==> src/rtl/glob_cfg_pkg.sv <==
package glob_cfg_pkg;
  // Configuration index offsets
  localparam logic [7:0] OFS_TRI    = 8'h25;
  localparam logic [7:0] OFS_OPT26  = 8'h26;
  localparam logic [7:0] OFS_RSV27  = 8'h27;
  localparam logic [7:0] OFS_OPT28  = 8'h28;
  localparam logic [7:0] OFS_OTYPE  = 8'h29;
  // Writable masks (reserved bits read zero)
  localparam logic [7:0] MASK_TRI   = 8'h39;
  localparam logic [7:0] MASK_OPT26 = 8'h6f;
  localparam logic [7:0] MASK_OPT28 = 8'hf7;
  localparam logic [7:0] MASK_OTYPE = 8'hfe;
  // Reset values
  localparam logic [7:0] RST_TRI    = 8'h00;
  localparam logic [7:0] RST_OPT26  = 8'h00;
  localparam logic [7:0] RST_OPT28  = 8'h00;
  localparam logic [7:0] RST_OTYPE  = 8'h00;
  // Field positions
  localparam int B_SERB_FLOAT = 5;
  localparam int B_SERA_FLOAT = 4;
  localparam int B_PAR_FLOAT  = 3;
  localparam int B_FDC_FLOAT  = 0;
  localparam int B_PORT_SEL   = 6;
  localparam int B_LOCK       = 5;
  localparam int B_FDC_LIRQ   = 3;
  localparam int B_PAR_LIRQ   = 2;
  localparam int B_SERA_LIRQ  = 1;
  localparam int B_SERB_LIRQ  = 0;
  localparam int B_SERF_LIRQ  = 7;
  localparam int B_SERE_LIRQ  = 6;
  localparam int B_SERD_LIRQ  = 5;
  localparam int B_SERC_LIRQ  = 4;
  localparam int B_PMODE_TOP  = 2;
  localparam int B_G6_PP      = 7;
  localparam int B_PIN95_SEL  = 6;
  localparam int B_G5_PP      = 5;
  localparam int B_G4_PP      = 4;
  localparam int B_G3_PP      = 3;
  localparam int B_LED_HI     = 2;
  localparam int B_LED_LO     = 1;
  // Key address choices and key byte
  localparam logic [7:0] KEY_PORT_LO = 8'h2e;
  localparam logic [7:0] KEY_PORT_HI = 8'h4e;
  localparam logic [7:0] KEY_BYTE    = 8'h87;
  // LED modes
  localparam logic [1:0] LED_FLOAT = 2'h0;
  localparam logic [1:0] LED_LOW   = 2'h1;
  localparam logic [1:0] LED_1HZ   = 2'h2;
  localparam logic [1:0] LED_QHZ   = 2'h3;
  // Timing: clock rate figures and LED half periods
  localparam longint CLK_HZ       = 250000000;
  localparam longint RATE_LO_MHZ  = 24;
  localparam longint RATE_HI_MHZ  = 48;
  localparam longint HALF_1HZ_MS  = 500;
  localparam longint HALF_QHZ_MS  = 2000;
  // Cycles per half period of the 1 Hz blink at the fast input rate
  localparam longint HALF_1HZ_CYC = CLK_HZ * HALF_1HZ_MS / 1000;
  localparam int     QHZ_DIV      = int'(HALF_QHZ_MS / HALF_1HZ_MS);
  // Edges after reset release before the strap level is taken
  localparam logic [1:0] STRAP_LOAD_CNT = 2'h2;
endpackage

==> src/rtl/led_if.sv <==
`timescale 1ns/1ns
`default_nettype none
// Carries the LED mode down and the blink level back
interface led_if;
  logic [1:0] mode;   // Selected power LED mode
  logic       rate48; // Input clock is the fast choice
  logic       blink;  // Square wave level
  modport ctl (output mode, output rate48, input blink);
  modport gen (input mode, input rate48, output blink);
endinterface
`default_nettype wire

==> src/rtl/global_option_config_regs.sv <==
`timescale 1ns/1ns
`default_nettype none
module global_option_config_regs (
  input  wire logic       CLK_I,            // Core clock
  input  wire logic       RST_I,            // Hardware reset
  input  wire logic       CFG_WR_I,         // Config data write strobe
  input  wire logic       CFG_RD_I,         // Config data read strobe
  input  wire logic [7:0] CFG_IDX_I,        // Selected index
  input  wire logic [7:0] CFG_WDATA_I,      // Write data
  output logic      [7:0] CFG_RDATA_O,      // Read data
  input  wire logic       STRAP_PORT_SEL_I, // Serial A request strap pin
  input  wire logic       INPUT_RATE_CHOICE_I, // 1: fast input clock
  input  wire logic       FLOPPY_OFF_I,     // Floppy interface disabled
  input  wire logic       FDC_OUT_BIT3_I,   // Floppy output reg bit 3
  input  wire logic       PORT_CTL_BIT4_I,  // Parallel control reg bit 4
  input  wire logic [5:0] HS_CTL_BIT3_I,    // Serial A..F handshake bit 3
  input  wire logic       OVERTEMP_ALERT_I, // Overtemp alert, active low
  input  wire logic       SYS_MGMT_INT_I,   // Mgmt interrupt, active low
  input  wire logic       FLOPPY_WRITE_STREAM_I, // Floppy write data
  input  wire logic       SERIAL_F_TX_I,    // Serial F transmit data
  input  wire logic [3:0] GROUP6_OUT_I,     // Group 6 bits 0..3 out
  input  wire logic [3:0] GROUP6_OE_I,      // Group 6 bits 0..3 enables
  output logic      [7:0] KEY_PORT_O,       // Active key port address
  output logic      [7:0] KEY_BYTE_O,       // Unlock key byte
  output logic            CFG_ACCESS_OK_O,  // Accesses allowed
  output logic            SERIAL_B_FLOAT_O, // Float serial B pins
  output logic            SERIAL_A_FLOAT_O, // Float serial A pins
  output logic            PARALLEL_FLOAT_O, // Float parallel pins
  output logic            FLOPPY_FLOAT_O,   // Float floppy pins
  output logic            FDC_IRQ_GATE_O,   // Floppy IRQ gate
  output logic            PAR_IRQ_GATE_O,   // Parallel IRQ gate
  output logic      [5:0] SER_IRQ_GATE_O,   // Serial A..F IRQ gates
  output logic            PAR_NORMAL_MODE_O, // Normal parallel mode
  output logic      [3:0] GROUP_PUSH_PULL_O, // Groups 6,5,4,3 type
  output logic            PIN95_O,          // Pin 95 drive
  output logic            PIN95_OE_O,       // Pin 95 enable
  output logic            LED_O,            // Power LED drive
  output logic            LED_OE_O,         // Power LED enable
  output logic      [3:0] SHARED_OUT_O,     // Pins 11,14,16,18 drive
  output logic      [3:0] SHARED_OE_O       // Pins 11,14,16,18 enables
);
  // All register state in one struct
  typedef struct packed {
    logic [7:0] tri_r;  // Interface float register
    logic [7:0] opt26;  // Port select, lock, legacy bits
    logic [7:0] opt28;  // Serial legacy bits, parallel mode
    logic [7:0] otype;  // Output types, pin 95, LED
    logic [7:0] rdata;  // Read data
    logic       s1;     // Strap synchroniser stage one
    logic       s2;     // Strap synchroniser stage two
    logic       strap_done; // Strap captured since reset
    logic [1:0] fill;   // Edges since release, strap wait
    logic [1:0] led;    // Registered LED pin drive / enable
  } st_s;
  st_s r_q, r_d;
  led_if lk ();
  logic  ok;      // Lock open
  logic  hit_wr;  // Accepted write
  logic  [7:0] rd_mux; // Read selection

  localparam int B_LED_HI = glob_cfg_pkg::B_LED_HI;
  localparam int B_LED_LO = glob_cfg_pkg::B_LED_LO;

  led_blink u_blink (
    .CLK_I (CLK_I),
    .RST_I (RST_I),
    .lk    (lk)
  );
  assign lk.mode   = r_q.otype[B_LED_HI:B_LED_LO];
  assign lk.rate48 = INPUT_RATE_CHOICE_I;

  // Lock gates both directions; the lock bit itself stays writable so
  // software can reopen access (otherwise the bank locks forever)
  assign ok     = !r_q.opt26[glob_cfg_pkg::B_LOCK];
  assign hit_wr = CFG_WR_I && (ok || CFG_IDX_I == glob_cfg_pkg::OFS_OPT26);

  // Read selection
  always_comb begin
    case (CFG_IDX_I)
      glob_cfg_pkg::OFS_TRI:   rd_mux = r_q.tri_r;
      glob_cfg_pkg::OFS_OPT26: rd_mux = r_q.opt26;
      glob_cfg_pkg::OFS_OPT28: rd_mux = r_q.opt28;
      glob_cfg_pkg::OFS_OTYPE: rd_mux = r_q.otype;
      default:                 rd_mux = 8'h00; // Reserved index reads 0
    endcase
  end

  // Next-state logic
  always_comb begin
    r_d    = r_q;
    r_d.s1 = STRAP_PORT_SEL_I;
    r_d.s2 = r_q.s1;
    // Capture strap once the synchroniser has filled after release;
    // taking it earlier would load the reset value of stage two
    if (!r_q.strap_done) begin
      if (r_q.fill == glob_cfg_pkg::STRAP_LOAD_CNT) begin
        r_d.opt26[glob_cfg_pkg::B_PORT_SEL] = r_q.s2;
        r_d.strap_done = 1'b1;
      end else begin
        r_d.fill = r_q.fill + 2'h1;
      end
    end else if (hit_wr) begin
      case (CFG_IDX_I)
        glob_cfg_pkg::OFS_TRI:
          r_d.tri_r = CFG_WDATA_I & glob_cfg_pkg::MASK_TRI;
        glob_cfg_pkg::OFS_OPT26: begin
          if (ok) begin
            r_d.opt26 = CFG_WDATA_I & glob_cfg_pkg::MASK_OPT26;
          end else begin
            r_d.opt26[glob_cfg_pkg::B_LOCK] =
              CFG_WDATA_I[glob_cfg_pkg::B_LOCK];
          end
        end
        glob_cfg_pkg::OFS_OPT28:
          r_d.opt28 = CFG_WDATA_I & glob_cfg_pkg::MASK_OPT28;
        glob_cfg_pkg::OFS_OTYPE:
          r_d.otype = CFG_WDATA_I & glob_cfg_pkg::MASK_OTYPE;
        default: ;
      endcase
    end
    // Locked reads return zero
    if (CFG_RD_I) begin
      r_d.rdata = ok ? rd_mux : 8'h00;
    end
    // LED pin: {drive, enable}
    case (r_q.otype[B_LED_HI:B_LED_LO])
      glob_cfg_pkg::LED_FLOAT: r_d.led = 2'b00;
      glob_cfg_pkg::LED_LOW:   r_d.led = 2'b01;
      default:                 r_d.led = {lk.blink, 1'b1};
    endcase
  end

  // State register
  always_ff @(posedge CLK_I or posedge RST_I) begin
    if (RST_I) begin
      r_q       <= '0;
      r_q.tri_r <= glob_cfg_pkg::RST_TRI;
      r_q.opt26 <= glob_cfg_pkg::RST_OPT26;
      r_q.opt28 <= glob_cfg_pkg::RST_OPT28;
      r_q.otype <= glob_cfg_pkg::RST_OTYPE;
    end else begin
      r_q <= r_d;
    end
  end

  assign CFG_RDATA_O     = r_q.rdata;
  assign CFG_ACCESS_OK_O = ok;
  assign KEY_BYTE_O      = glob_cfg_pkg::KEY_BYTE;
  assign KEY_PORT_O = r_q.opt26[glob_cfg_pkg::B_PORT_SEL]
                    ? glob_cfg_pkg::KEY_PORT_HI
                    : glob_cfg_pkg::KEY_PORT_LO;

  // Float controls
  assign SERIAL_B_FLOAT_O = r_q.tri_r[glob_cfg_pkg::B_SERB_FLOAT];
  assign SERIAL_A_FLOAT_O = r_q.tri_r[glob_cfg_pkg::B_SERA_FLOAT];
  assign PARALLEL_FLOAT_O = r_q.tri_r[glob_cfg_pkg::B_PAR_FLOAT];
  assign FLOPPY_FLOAT_O   = r_q.tri_r[glob_cfg_pkg::B_FDC_FLOAT];

  // Legacy IRQ gates: disable bit forces the gate open
  assign FDC_IRQ_GATE_O = FDC_OUT_BIT3_I
                        | r_q.opt26[glob_cfg_pkg::B_FDC_LIRQ];
  assign PAR_IRQ_GATE_O = PORT_CTL_BIT4_I
                        | r_q.opt26[glob_cfg_pkg::B_PAR_LIRQ];
  assign SER_IRQ_GATE_O = HS_CTL_BIT3_I | {
    r_q.opt28[glob_cfg_pkg::B_SERF_LIRQ],
    r_q.opt28[glob_cfg_pkg::B_SERE_LIRQ],
    r_q.opt28[glob_cfg_pkg::B_SERD_LIRQ],
    r_q.opt28[glob_cfg_pkg::B_SERC_LIRQ],
    r_q.opt26[glob_cfg_pkg::B_SERB_LIRQ],
    r_q.opt26[glob_cfg_pkg::B_SERA_LIRQ]};

  assign PAR_NORMAL_MODE_O = !r_q.opt28[glob_cfg_pkg::B_PMODE_TOP];
  assign GROUP_PUSH_PULL_O = {r_q.otype[glob_cfg_pkg::B_G6_PP],
                              r_q.otype[glob_cfg_pkg::B_G5_PP],
                              r_q.otype[glob_cfg_pkg::B_G4_PP],
                              r_q.otype[glob_cfg_pkg::B_G3_PP]};

  // Pin 95: open-drain alert, drives low only while asserted
  assign PIN95_O    = 1'b0;
  assign PIN95_OE_O = r_q.otype[glob_cfg_pkg::B_PIN95_SEL]
                    ? !SYS_MGMT_INT_I : !OVERTEMP_ALERT_I;

  assign LED_O    = r_q.led[1];
  assign LED_OE_O = r_q.led[0];

  // Shared pins: index 3 pin 11 data, 2..0 pins 14,16,18 group 6 bits
  // Floppy inputs on 14/16/18 need no drive, so only pin 11 drives then
  assign SHARED_OUT_O = FLOPPY_OFF_I
    ? {SERIAL_F_TX_I, GROUP6_OUT_I[3], GROUP6_OUT_I[1], GROUP6_OUT_I[0]}
    : {FLOPPY_WRITE_STREAM_I, 3'h0};
  assign SHARED_OE_O = r_q.tri_r[glob_cfg_pkg::B_FDC_FLOAT] ? 4'h0
    : FLOPPY_OFF_I
    ? {1'b1, GROUP6_OE_I[3], GROUP6_OE_I[1], GROUP6_OE_I[0]}
    : 4'h8;

  chk_lock_write: assert property (
    @(posedge CLK_I) disable iff (RST_I)
    r_q.strap_done && CFG_WR_I && !ok && CFG_IDX_I == 8'h25
    |=> $stable(r_q.tri_r))
    else $error("write landed while locked");
  chk_lock_read: assert property (
    @(posedge CLK_I) disable iff (RST_I)
    CFG_RD_I && !ok |=> CFG_RDATA_O == 8'h00)
    else $error("read data leaked while locked");
  chk_float_write: assert property (
    @(posedge CLK_I) disable iff (RST_I)
    r_q.strap_done && CFG_WR_I && ok && CFG_IDX_I == 8'h25
    |=> SERIAL_B_FLOAT_O == $past(CFG_WDATA_I[5])
        && FLOPPY_FLOAT_O == $past(CFG_WDATA_I[0]))
    else $error("float bits not taken from write");
  // Strap pin level three edges back is the one that stage two held
  chk_strap_load: assert property (
    @(posedge CLK_I) disable iff (RST_I)
    !r_q.strap_done && r_q.fill == 2'h2
    |=> KEY_PORT_O == ($past(STRAP_PORT_SEL_I, 3) ? 8'h4e : 8'h2e))
    else $error("port select not loaded from strap");
  chk_key_port: assert property (
    @(posedge CLK_I) disable iff (RST_I)
    KEY_PORT_O == 8'h2e || KEY_PORT_O == 8'h4e)
    else $error("key port out of range");
  chk_fdc_gate: assert property (
    @(posedge CLK_I) disable iff (RST_I)
    r_q.opt26[3] |-> FDC_IRQ_GATE_O)
    else $error("floppy gate not forced");
  chk_par_gate: assert property (
    @(posedge CLK_I) disable iff (RST_I)
    !r_q.opt26[2] |-> PAR_IRQ_GATE_O == PORT_CTL_BIT4_I)
    else $error("parallel gate wrong");
  chk_serf_gate: assert property (
    @(posedge CLK_I) disable iff (RST_I)
    !r_q.opt28[7] |-> SER_IRQ_GATE_O[5] == HS_CTL_BIT3_I[5])
    else $error("serial F gate wrong");
  chk_led_low: assert property (
    @(posedge CLK_I) disable iff (RST_I)
    r_q.otype[2:1] == 2'h1 ##1 r_q.otype[2:1] == 2'h1
    |-> LED_OE_O && !LED_O)
    else $error("LED not driven low");
  chk_pin95_sel: assert property (
    @(posedge CLK_I) disable iff (RST_I)
    r_q.otype[6] |-> PIN95_OE_O == !SYS_MGMT_INT_I)
    else $error("pin 95 source wrong");
  cov_locked: cover property (@(posedge CLK_I) disable iff (RST_I)
    $fell(ok));
  cov_blink: cover property (@(posedge CLK_I) disable iff (RST_I)
    LED_OE_O && $rose(LED_O));
  cov_remap: cover property (@(posedge CLK_I) disable iff (RST_I)
    FLOPPY_OFF_I && SHARED_OE_O[3]);
endmodule // global_option_config_regs
`default_nettype wire

==> src/rtl/led_blink.sv <==
`timescale 1ns/1ns
`default_nettype none
module led_blink #(
  parameter longint HALF_CYC = glob_cfg_pkg::HALF_1HZ_CYC
) (
  input  wire logic CLK_I,
  input  wire logic RST_I,
  led_if.gen        lk
);
  typedef struct packed {
    logic [31:0] cnt;  // Cycles into the current 1 Hz half period
    logic [1:0]  sub;  // Half-period count for the slow wave
    logic        fast; // 1 Hz level
    logic        slow; // Quarter-hertz level
  } blk_s;
  blk_s r_q, r_d;
  logic [31:0] lim; // Terminal count for the chosen input rate
  logic        run; // A blink mode is selected

  // Scale by input rate choice: slower input means fewer ticks
  always_comb begin
    if (lk.rate48) begin
      lim = 32'(HALF_CYC - 1);
    end else begin
      lim = 32'(HALF_CYC * glob_cfg_pkg::RATE_LO_MHZ
                / glob_cfg_pkg::RATE_HI_MHZ - 1);
    end
  end
  assign run = lk.mode[1];

  // Divider free-runs only in blink modes; held at zero otherwise
  always_comb begin
    r_d = r_q;
    if (!run) begin
      r_d = '0;
    end else if (r_q.cnt >= lim) begin
      r_d.cnt  = '0;
      r_d.fast = ~r_q.fast;
      r_d.sub  = r_q.sub + 2'h1;
      if (r_q.sub == 2'(glob_cfg_pkg::QHZ_DIV - 1)) begin
        r_d.slow = ~r_q.slow;
        r_d.sub  = '0;
      end
    end else begin
      r_d.cnt = r_q.cnt + 32'h1;
    end
  end

  // State register
  always_ff @(posedge CLK_I or posedge RST_I) begin
    if (RST_I) begin
      r_q <= '0;
    end else begin
      r_q <= r_d;
    end
  end

  // 50% duty: each wave toggles every half period
  assign lk.blink = (lk.mode == glob_cfg_pkg::LED_1HZ) ? r_q.fast
                                                       : r_q.slow;

  chk_blink_idle: assert property (
    @(posedge CLK_I) disable iff (RST_I)
    !run |=> r_q.cnt == 32'h0)
    else $error("blink counter not held idle");
  cov_fast_toggle: cover property (@(posedge CLK_I) disable iff (RST_I)
    $changed(r_q.fast));
endmodule // led_blink
`default_nettype wire

==> config.mk <==
export PLATFORM = sky130hd
export DESIGN_NAME = global_option_config_regs
export DESIGN_NICKNAME = d
export VERILOG_FILES = /design/src/rtl/glob_cfg_pkg.sv /design/src/rtl/led_if.sv /design/src/rtl/global_option_config_regs.sv /design/src/rtl/led_blink.sv
export SDC_FILE = /design/constraint.sdc
export NUM_CORES = 1
export LEC_CHECK = 0
export ABC_CLOCK_PERIOD_IN_PS = 3670
export BUFFER_PORTS_ARGS = -buffer_cell sky130_fd_sc_hd__buf_2
export CAP_MARGIN = 25
export CORE_AREA = 2 2 104 106
export CTS_CLUSTER_DIAMETER = 60
export DETAILED_ROUTE_END_ITERATION = 12
export DIE_AREA = 0 0 106 108
export PLACE_DENSITY = 0.61
export REMOVE_ABC_BUFFERS = 1
export SLEW_MARGIN = 5
export SYNTH_ARGS = -nofsm -noshare
export SYNTH_HDL_FRONTEND = slang
export SYNTH_SLANG_ARGS = --single-unit
==> constraint.sdc <==
create_clock -name CLK_I -period 3.67 [get_ports CLK_I]
set_clock_uncertainty 0.15 [all_clocks]
set_input_delay 0.734 -clock CLK_I [delete_from_list [all_inputs] [get_ports CLK_I]]
set_output_delay 0.734 -clock CLK_I [all_outputs]
set_load 0.005 [all_outputs]
After elaboration in Yosys (flattened, before gate mapping)

Cells that the tools add are included.

Input port bits: 43
Logic and storage cells: 83
Flip-flop bits (word level): 75

Magnitude comparators: 1
Muxes and demuxes: 26
Bitwise gates (word level): 8
Equality and inequality tests: 13
Reductions and logical operators: 16
Add/subtract/negate cells: 3

Operators by type and width:

| operator                                                              | number |
|---|---|
| 36-bit 2-to-1 mux                                                     | 1 |
| 32-bit by 1-bit adder with 32-bit output, second input constant       | 1 |
| 8-bit by 6-bit equality test with 1-bit output, second input constant | 4 |
| 32-bit by 27-bit greater-or-equal comparator with 1-bit output        | 1 |
| 32-bit 2-to-1 mux                                                     | 1 |
| 8-bit case mux with 4 select lines                                    | 1 |
| 27-bit 2-to-1 mux                                                     | 1 |
| 8-bit 2-to-1 mux                                                      | 3 |
| 23-bit 2-to-1 mux                                                     | 1 |
| 4-bit 2-to-1 mux                                                      | 4 |
| 7-bit 2-to-1 mux                                                      | 2 |
| 3-bit AND reduction                                                   | 4 |
| 2-bit by 1-bit != test with 1-bit output, second input constant       | 4 |
| 4-bit AND reduction                                                   | 2 |
| 1-bit 2-to-1 mux                                                      | 7 |
| 2-bit equality test, second input constant                            | 3 |
| 3-bit 2-to-1 mux                                                      | 2 |
| 6-bit bitwise OR                                                      | 1 |
| 1-bit inverter                                                        | 5 |
| 2-bit by 1-bit adder with 2-bit output, second input constant         | 2 |
| 1-bit logical NOT                                                     | 4 |
| 2-bit 2-to-1 mux                                                      | 2 |
| 2-bit case mux with 2 select lines                                    | 1 |
| 2-bit AND reduction                                                   | 2 |
| other kinds (7)                                                       | 8 |

Logic depth before layout (Yosys ltp)

Gate-level depths: netlist of run 1.

Depth after elaboration: 5
Gate-level depth with buffers: 8

Modules after synthesis

Synthesis of run 1 repeated with hierarchy kept, for this count alone.

Cells, all modules: 388
Area, all modules: 4115.2 µm²

By module, submodules not included:

| module                    | cells an instance | area each (µm²) | times used |
|---|---|---|---|
| global_option_config_regs | 193               | 2118.3          | 1 |
| led_blink                 | 195               | 1996.9          | 1 |

Worst setup path after synthesis of run 1

Ideal clock, no wire load.

Path type: input -> register
From: input port INPUT_RATE_CHOICE_I
To: register u_blink.r_q[13] in the netlist's numbering
Path buffers: 1
Data arrival time: 2.475 ns
Setup time: 0.134 ns
Path slack: 0.910 ns
Required time: 3.386 ns
Cell stages on the path: 8
Path through: inv_1 -> ha_1 -> nand4_1 -> or4_1 -> o22a_2 -> a21oi_4 -> buf_4 -> nor3_1

RTL lines:

| element              | line                            | RTL |
|---|---|---|
| from (decl)          | global_option_config_regs.sv:12 | `input wire logic INPUT_RATE_CHOICE_I,` |
| to (signal assigned) | led_blink.sv:54                 | `r_q <= r_d;` |
| to (decl)            | led_blink.sv:16                 | `blk_s r_q, r_d;` |

==> summary.txt, run 1 <==
Critical Path RT: 3.73 ns
Synth cell types: 58
Setup Viol. Count Final: 0
CTS tree: built
Clock Latency Late Sink: 0.35 ns
LEAKAGE: 2.24 nW
setup TNS: 0 ns
Setup crit start kind: input port
clock transition at the registers of the reported paths: 0.07 ns
die area: 11,400 µm²
Slew Limit Headroom: 0.489
Final #Nets: 533
Die H: 108 µm
Reg area: 1880 µm²
max_cap viols: 0
Yosys top cell by area: dfrtp_1
Core Box Area: 10,200 µm²
final worst path period share: 0.789
area of the multi-input gates: 2090 µm²
mux share of post-synthesis cell area: 0.0882
sequential area share after synthesis: 0.441
top post-synthesis cells by area: dfrtp_1, buf_4, mux2_4
Setup crit end kind: register
Port-buffer cells: 79
Clock Sinks: 75
Most used DFF post-synth: dfrtp_1
# resized after CTS: 0
largest net degree at the start of global routing: 36
P&R area growth vs syn: 13.4%
HP Class: register to register
simple-gate area share of the yosys netlist: 0.208
RSZ-0062 raised after global routing: false
Max Fclk: 346 MHz
Compound-Gate Fraction of Synth Area: 0.0774
post-synthesis adder-cell area fraction: 0.0471
Pre-antenna DRT Iters: 5
Synth top area share: 0.441
drt wl/cell: 14.8 µm
H-tree levels: 3
Synth Instances: 399
syn_area_per_cell: 10.7 µm²
Post-route DRC: 0
Max Buffers Root-to-Sink: 2
hold-fix buffers at CTS: 0
share of layout cells above drive strength 1: 0.296
Fin. Hold Viols: 0
first-pass GRT wire length: 15.0 mm
Initial Util: 0.416
kind of critical path: input port to register
Root Buffer: clkbuf_8
FP Rows: 37
chip width: 106 µm
min Tclk post-route: 2.89 ns
pre-CTS WS: 0.423 ns
power consumption: 1.53 mW
vias in the first global route: 3,110
xor/xnor share of the synthesized area: 0.0535
Fillers: 975
vias per inst: 5.19
worst slew pin tran: 0.765 ns
status: complete, no violations
Total GRT Usage: 0.165
Worst Setup Slack, final: 0.776 ns
worst hold slack: 0.200 ns
FF+latch count, synth: 75
initial antenna violation count: 0
Num CTS Buffers: 9
io pins: 97
Yosys warnings: 0
GRT Residual Overflow: 0
Worst Path Arrival: 2.96 ns
mapped cell area: 4250 µm²
fin. max-slew vios: 0
diodes inserted: 0
final wirelength: 9.08 mm
number of flops mapped to enable cells by yosys: 0
peak supply drop: 0.180 mV
ys async rst share: 1.00
Pwr Density: 316 nW/µm²
total setup buffers inserted after CTS: 0
Antenna Nets Post-Route: 0
dpl hpwl: 6.71 mm
GP Congestion: 0.802
largest family of logic cells by synthesized area: simple AND/OR/NAND/NOR gates
Crit Path Max Fanout: 28
total number of vias: 3,189
number of DRC markers in iteration 0: 145
-- through the flow --
stage	cell area [µm²]	cells	utilization
after floorplan	4050	378	-
after global placement	4660	599	0.456
after detailed placement	4660	599	0.456
after CTS	4830	615	0.472
after global routing	4830	615	0.472
final	4830	615	0.472
-- path summary, 6_finish.rpt --
kind | depth (start not counted) | endpoint | slack (ns) | start
worst max-delay path | 9 | u_blink.r_q[28]$_DFF_PP0_ | 0.78 | INPUT_RATE_CHOICE_I
worst min-delay path | 0 | r_q[5]$_DFF_PP0_ | 0.20 | r_d[5]$_DFF_PP0_
worst max register to register | 7 | u_blink.r_q[28]$_DFF_PP0_ | 1.12 | u_blink.r_q[18]$_DFF_PP0_
worst min register to register | 0 | r_q[5]$_DFF_PP0_ | 0.20 | r_d[5]$_DFF_PP0_
max in group asynchronous | 3 | u_blink.r_q[13]$_DFF_PP0_ | 2.22 | RST_I
min in group asynchronous | 2 | u_blink.r_q[30]$_DFF_PP0_ | 0.37 | RST_I
-- cell usage in the layout, fill, tap and decap left out, types with 5 or more instances in the layout --
cell      instances
clkbuf_8          9
xor2_1           14
and2_1            8
nor2_1           12
a222oi_1          5
nor3_1           33
conb_1           19
o22ai_1           9
buf_4             6
ha_1             16
nand3_1          15
a21oi_1           6
xnor2_1          12
and3_1            6
nand4_1          13
mux2_1            9
dfrtp_1          75
mux2_4           14
or2_2            10
inv_1            22
buf_2            79
and4_1            5
nand2_1          16
-- per-layer routing --
metal / vias up / part of all wire / global-route usage
met3: 8 / 0.057 / 0.0338
met4: 0 / 0.011 / 0.0479
li1: 1544 / - / -
met1: 1541 / 0.45 / 0.210
met5: - / 0 / 0
met2: 96 / 0.49 / 0.287
-- worst max-delay path, cell delays in order --
cell	delay, ns
buf_2	0.18
inv_1	0.18
ha_1	0.34
nand4_1	0.12
or4_1	0.52
o22a_2	0.31
a21oi_4	0.15
buf_4	0.31
nor3_1	0.10
-- logic make-up after synthesis --
group                      after synthesis
DFF                                     75
and+or+nand+nor                        146
muxes                                   29
other                                    2
AOI/OAI and AO/OA                       43
buffers and inverters                   62
xor gates and xnor gates                26
adders and majority gates               16
-- registers in the layout (all words and copies together) (netlist names) --
| register | count |
|---|---|
| u_blink.r_q | 36 |
| r_q | 18 |
| CFG_RDATA_O | 8 |
| GROUP_PUSH_PULL_O | 4 |
| lk.mode | 2 |
| FLOPPY_FLOAT_O | 1 |
| LED_O | 1 |
| LED_OE_O | 1 |
| PARALLEL_FLOAT_O | 1 |
| SERIAL_A_FLOAT_O | 1 |
| SERIAL_B_FLOAT_O | 1 |
| r_d | 1 |
-- cell type report --
cell class                      count  share of cell area
Multi-Input combinational cell    279               0.432
Sequential cell                    75               0.389
Timing Repair Buffer               85              0.0913
Tap cell                          136              0.0353
Clock buffer                       11              0.0272
Inverter                           24              0.0187
Clock inverter                      5             0.00622
-- Yosys cell counts (2+ instances only) --
cell / n
nand2_1: 16
a211oi_1: 3
a222oi_1: 5
nor4_1: 2
or2_2: 10
mux2_2: 3
inv_1: 23
nor2_1: 12
mux2_1: 9
o22ai_1: 9
nand3b_1: 2
ha_1: 16
mux2i_1: 3
nand2_4: 2
or4_1: 3
nand3_1: 15
conb_1: 2
nor4_4: 2
xnor2_1: 12
o311ai_1: 3
dfrtp_1: 75
xor2_1: 14
and4_1: 5
mux2_4: 14
a22o_1: 2
a21oi_1: 6
nor3_1: 33
clkbuf_1: 5
a21oi_4: 2
nor3b_1: 3
o211ai_1: 2
nand2b_1: 2
nand4_1: 13
and2_1: 8
and3_1: 6
o21ai_0: 4
nor2b_1: 3
buf_4: 30
-- power by group --
part | leakage, nW | switching [mW] | internal, mW
registers | 1.02 | 0.0156 | 0.843
clock network | 0.0791 | 0.304 | 0.242
logic | 1.15 | 0.0638 | 0.0572
(Power assumes the default switching activity.)
==> run 2: changes to the inputs <==
--- a/config.mk
+++ b/config.mk
@@ -5,14 +5,14 @@
 export SDC_FILE = /design/constraint.sdc
 export NUM_CORES = 1
 export LEC_CHECK = 0
-export ABC_CLOCK_PERIOD_IN_PS = 3670
+export ABC_CLOCK_PERIOD_IN_PS = 2650
 export BUFFER_PORTS_ARGS = -buffer_cell sky130_fd_sc_hd__buf_2
 export CAP_MARGIN = 25
 export CORE_AREA = 2 2 104 106
 export CTS_CLUSTER_DIAMETER = 60
 export DETAILED_ROUTE_END_ITERATION = 12
 export DIE_AREA = 0 0 106 108
-export PLACE_DENSITY = 0.61
+export PLACE_DENSITY = 0.63
 export REMOVE_ABC_BUFFERS = 1
 export SLEW_MARGIN = 5
 export SYNTH_ARGS = -nofsm -noshare
==> constraint.sdc (replaced) <==
create_clock -name CLK_I -period 2.65 [get_ports CLK_I]
set_clock_uncertainty 0.15 [all_clocks]
set_input_delay 0.53 -clock CLK_I [delete_from_list [all_inputs] [get_ports CLK_I]]
set_output_delay 0.53 -clock CLK_I [all_outputs]
set_load 0.005 [all_outputs]
==> summary.txt, run 2 (synthesized netlist as in run 1, its figures left out) <==
status: complete, no violations
setup TNS: 0 ns (unchanged)
largest net degree at the start of global routing: 54 (+50%)
Clock Sinks: 75 (unchanged)
share of layout cells above drive strength 1: 0.316 (+0.0199)
max_cap viols: 0 (unchanged)
Clock Latency Late Sink: 0.35 ns (about the same)
Post-route DRC: 0 (unchanged)
Worst Setup SP: INPUT_RATE_CHOICE_I
most frequent cells in the layout: buf_2, dfrtp_1, nor3_1, inv_1, conb_1
Crit Path Max Fanout: 9 (-68%)
LEAKAGE: 2.35 nW (+4.6%)
worst slew pin tran: 0.598 ns (-0.167 ns)
Reg area: 1880 µm² (unchanged)
Worst Path Arrival: 2.49 ns (-0.47 ns)
die area: 11,400 µm² (unchanged)
CP cell instances: buf_2 > inv_1 > buf_4 > ha_1 > nand3_1 > o211ai_1 > nor2_2 > nand2_1 > buf_4 > nor3_1
vias in the first global route: 3,105 (-0.16%)
end of the critical path: u_blink.r_q[23]$_DFF_PP0_
Max Buffers Root-to-Sink: 2 (unchanged)
max reg flops: 36 (unchanged)
first-pass GRT wire length: 14.9 mm (-0.92%)
# resized after CTS: 0 (unchanged)
CP most frequent cell: buf_4
GRT Residual Overflow: 0 (unchanged)
Num CTS Buffers: 9 (unchanged)
RSZ-0062 raised after global routing: false
H-tree levels: 3 (unchanged)
io pins: 97 (unchanged)
Total GRT Usage: 0.162 (-0.00318)
total number of vias: 3,179 (-0.31%)
HP Class: input port to async pin
Setup crit start kind: input port
total setup buffers inserted after CTS: 0 (unchanged)
vias per inst: 5.08 (-2.1%)
Max Fclk: 420 MHz
Core Box Area: 10,200 µm² (unchanged)
drt wl/cell: 14.1 µm (-4.3%)
Port-buffer cells: 79 (unchanged)
Pwr Density: 474 nW/µm² (+50%)
Reg2Reg Setup Slack: 0.29 ns (-0.83 ns)
Pre-antenna DRT Iters: 4 (-1)
dpl hpwl: 6.61 mm (-1.4%)
peak supply drop: 0.304 mV (+68%)
r2r worst-path depth: 7 (unchanged)
GP Congestion: 0.803 (+0.19%)
worst r2r src: u_blink.r_q[18]$_DFF_PP0_
Initial Util: 0.416 (unchanged)
Root Buffer: clkbuf_8
reg2reg end: u_blink.r_q[10]$_DFF_PP0_
Antenna Nets Post-Route: 0 (unchanged)
final wirelength: 8.84 mm (-2.6%)
clock transition at the registers of the reported paths: 0.09 ns (+0.02 ns)
initial antenna violation count: 0 (unchanged)
Reg with most FFs: u_blink.r_q
area of the multi-input gates: 2090 µm² (unchanged)
Setup Viol. Count Final: 0 (unchanged)
min Tclk post-route: 2.38 ns
P&R area growth vs syn: 18.0%
FP Rows: 37 (unchanged)
Critical Path RT: 2.76 ns (-0.97 ns)
final worst path period share: 0.899
most common cell after layout, fill and taps aside: buf_2
CP max stage cell: nor2_2
Fin. Hold Viols: 0 (unchanged)
Final #Nets: 544 (+2.1%)
kind of critical path: input port to register
CTS tree: built
Fillers: 944 (-3.2%)
max incr delay on CP: 0.35 ns (-0.17 ns)
worst hold slack: 0.0555 ns (-0.145 ns)
chip width: 106 µm (unchanged)
diodes inserted: 0 (unchanged)
fin. max-slew vios: 0 (unchanged)
hold-fix buffers at CTS: 0 (unchanged)
number of DRC markers in iteration 0: 155 (+6.9%)
Setup crit end kind: register
Slew Limit Headroom: 0.598 (+0.109)
Die H: 108 µm (unchanged)
[run 2: changes by cell type in the layout (fill, tap and decap cells not counted)]
cell	change
inv_6	+1
inv_8	+1
clkbuf_8	+1
buf_12	+3
bufinv_16	+2
buf_4	+8
clkinv_4	+1
clkinv_2	-3
clkinvlp_4	-1
clkbuf_1	-2
[run 2: worst max-delay path: cells and delay by family]
kind | cells | cell delay, ns
AND/OR/NAND/NOR | 4 | 0.84
AO/OA/AOI/OAI | 1 | 0.20
adder cells (fa/ha/maj) | 1 | 0.29
buffers and inverters | 4 | 0.62
[run 2: worst min path at each step]
stage,from,to,slack (ns)
after floorplan,r_d[5]$_DFF_PP0_,r_q[5]$_DFF_PP0_,0.18
after global placement,r_d[5]$_DFF_PP0_,r_q[5]$_DFF_PP0_,0.18
after detailed placement,r_d[5]$_DFF_PP0_,r_q[5]$_DFF_PP0_,0.18
after CTS,RST_I,r_q[36]$_DFFE_PP0P_,0.06
after global routing,RST_I,r_q[29]$_DFFE_PP0P_,0.1
final,RST_I,r_q[36]$_DFFE_PP0P_,0.06
[run 2: metal layers]
metal  share of wire  wire [µm]  track usage  vias to the layer above
met5               0          0            0                        -
met4           0.017        148       0.0498                        0
met3           0.064        563       0.0398                       18
met2            0.49       4320        0.276                      109
met1            0.43       3810        0.205                     1496
li1                -          -            -                     1556
[run 2: area by class of cell]
class	count	area share
multi-input cells	279	0.416
flip-flops and latches	75	0.374
repair buffers	96	0.112
well taps	136	0.0339
clock buffers	10	0.0274
clock inverters	6	0.0192
inverters	24	0.0180
[run 2: power by group]
part	leakage [nW]	switching [mW]	internal [mW]
clock network	0.115	0.452	0.567
registers	1.02	0.0205	1.17
logic	1.22	0.0884	0.0832
total	2.35	0.560	1.82
[run 2: stage by stage]
step	cells	util	setup WS [ns]	area, µm²	power [mW]
floorplan	378	-	0.00408	4050	1.29
global placement	610	0.468	-0.0298	4780	1.38
detailed placement	610	0.468	-0.0987	4780	1.39
CTS	626	0.491	0.259	5020	2.42
global route	626	0.491	0.0905	5020	2.48
finish	626	0.491	0.268	5020	2.38
==> run 3: changes to the inputs <==
--- a/config.mk
+++ b/config.mk
@@ -6,13 +6,13 @@
 export NUM_CORES = 1
 export LEC_CHECK = 0
 export ABC_CLOCK_PERIOD_IN_PS = 2650
-export BUFFER_PORTS_ARGS = -buffer_cell sky130_fd_sc_hd__buf_2
 export CAP_MARGIN = 25
 export CORE_AREA = 2 2 104 106
 export CTS_CLUSTER_DIAMETER = 60
 export DETAILED_ROUTE_END_ITERATION = 12
 export DIE_AREA = 0 0 106 108
-export PLACE_DENSITY = 0.63
+export DONT_BUFFER_PORTS = 1
+export PLACE_DENSITY = 0.55
 export REMOVE_ABC_BUFFERS = 1
 export SLEW_MARGIN = 5
 export SYNTH_ARGS = -nofsm -noshare
==> summary.txt, run 3 (synthesized netlist as in run 1, its figures left out) <==
Port-buffer cells: 0 (-100%)
Setup crit end kind: register
Critical Path RT: 2.73 ns (-0.03 ns)
Inst Count DP: 527 (-14%)
H-tree levels: 3 (unchanged)
vias per inst: 5.42 (+6.7%)
Antenna Nets Post-Route: 0 (unchanged)
Setup crit start kind: register
worst hold slack: 0.0536 ns (-0.00192 ns)
kind of critical path: register to register
crit-path leading delay family: simple AND/OR/NAND/NOR gates
Util after Layout: 0.447 (-0.0438)
Post-route DRC: 0 (unchanged)
pre-CTS WS: 0.0889 ns (+0.188 ns)
P&R area growth vs syn: 7.44%
GRT Residual Overflow: 0 (unchanged)
WP buf/inv: 1 (-3)
min Tclk post-route: 2.43 ns (+0.0455 ns)
CP cell instances: ha_1 > nand4_1 > or4_1 > o22a_2 > a21oi_4 > buf_12 > nor3_1
drt wl/cell: 16.3 µm (+15%)
post-route cell area: 4570 µm² (-8.9%)
chip width: 106 µm (unchanged)
RSZ-0062 raised after global routing: false
most common cell after layout, fill and taps aside: dfrtp_1
final worst path period share: 0.916 (+0.0172)
Clock Latency Late Sink: 0.36 ns (about the same)
Pwr Density: 472 nW/µm² (-0.35%)
Final #Nets: 462 (-15%)
dpl hpwl: 6.37 mm (-3.7%)
final wirelength: 8.84 mm (about the same)
diodes inserted: 0 (unchanged)
largest net degree at the start of global routing: 30 (-44%)
Worst Setup Slack, final: 0.223 ns (-0.0455 ns)
FP Rows: 37 (unchanged)
Num CTS Buffers: 9 (unchanged)
total number of vias: 2,947 (-7.3%)
worst r2r src: u_blink.r_q[18]$_DFF_PP0_
most frequent cells in the layout: dfrtp_1, nor3_1, inv_1, conb_1
max incr delay on CP: 0.52 ns (+0.17 ns)
CTS tree: built
Crit Path Max Fanout: 24 (+15)
Pre-antenna DRT Iters: 4 (unchanged)
peak supply drop: 0.236 mV (-22%)
setup TNS: 0 ns (unchanged)
HP Class: input port to register
Worst Path Arrival: 2.51 ns (+0.02 ns)
Setup Viol. Count Final: 0 (unchanged)
LEAKAGE: 1.98 nW (-16%)
max_cap viols: 0 (unchanged)
Root Buffer: clkbuf_8
hold_sp: STRAP_PORT_SEL_I
Core Box Area: 10,200 µm² (unchanged)
Fillers: 1,012 (+7.2%)
Worst Setup SP: u_blink.r_q[18]$_DFF_PP0_
io pins: 97 (unchanged)
Initial Util: 0.416 (unchanged)
power consumption: 2.16 mW (-9.2%)
clock transition at the registers of the reported paths: 0.09 ns (about the same)
Clock Sinks: 75 (unchanged)
initial antenna violation count: 0 (unchanged)
first-pass GRT wire length: 14.8 mm (-0.46%)
Fin. Hold Viols: 0 (unchanged)
Total GRT Usage: 0.163 (+0.00155)
worst slew pin tran: 0.732 ns (+0.134 ns)
Max Buffers Root-to-Sink: 2 (unchanged)
GP Congestion: 0.791 (-1.5%)
Max Fclk: 412 MHz (-1.9%)
status: complete, no violations
DP Area: 4370 µm² (-8.6%)
die area: 11,400 µm² (unchanged)
max reg flops: 36 (unchanged)
fin. max-slew vios: 0 (unchanged)
number of DRC markers in iteration 0: 176 (+14%)
share of layout cells above drive strength 1: 0.176 (-0.140)
vias in the first global route: 2,918 (-6.0%)
Die H: 108 µm (unchanged)
CP max stage cell: or4_1
final std cells w/o fill: 544 (-13%)
Reg with most FFs: u_blink.r_q
Slew Limit Headroom: 0.509 (-0.0897)
-- run 3: layer usage --
layer	wire length [µm]	vias to the layer above	GRT usage
li1	-	1400	-
met1	4150	1438	0.227
met2	4050	94	0.249
met3	484	15	0.0344
met4	162	0	0.0677
met5	0	-	0
-- run 3: final cells by class --
class / count / area [µm²] / area share
multi-input combinational: 279 / 2090 / 0.457
clock buffer: 9 / 124 / 0.0271
timing repair buffer: 14 / 158 / 0.0345
tap: 136 / 170 / 0.0372
clock inverter: 7 / 65.1 / 0.0142
inverter: 24 / 90.1 / 0.0197
sequential: 75 / 1880 / 0.411
-- run 3: what timing repair did --
item / CTS / global route
endpoints found under the hold margin: 20 / 0
resized for setup: 0 / 0
setup buffers: 0 / 0
hold buffers: 1 / 0
-- run 3: power breakdown --
part / switching (mW) / total [mW] / internal [mW]
logic: 0.0638 / 0.114 / 0.0502
clock network: 0.491 / 0.854 / 0.363
registers: 0.0226 / 1.19 / 1.17
-- run 3: worst paths after layout --
kind                       slack, ns  depth (start not counted)                        end
max                             0.22                          7  u_blink.r_q[25]$_DFF_PP0_
min                             0.05                          0           r_d[5]$_DFF_PP0_
max reg2reg                     0.22                          7  u_blink.r_q[25]$_DFF_PP0_
min reg2reg                     0.22                          0           r_q[5]$_DFF_PP0_
max in group asynchronous       1.05                          4         LED_OE_O$_DFF_PP0_
min in group asynchronous       0.54                          2           r_d[5]$_DFF_PP0_
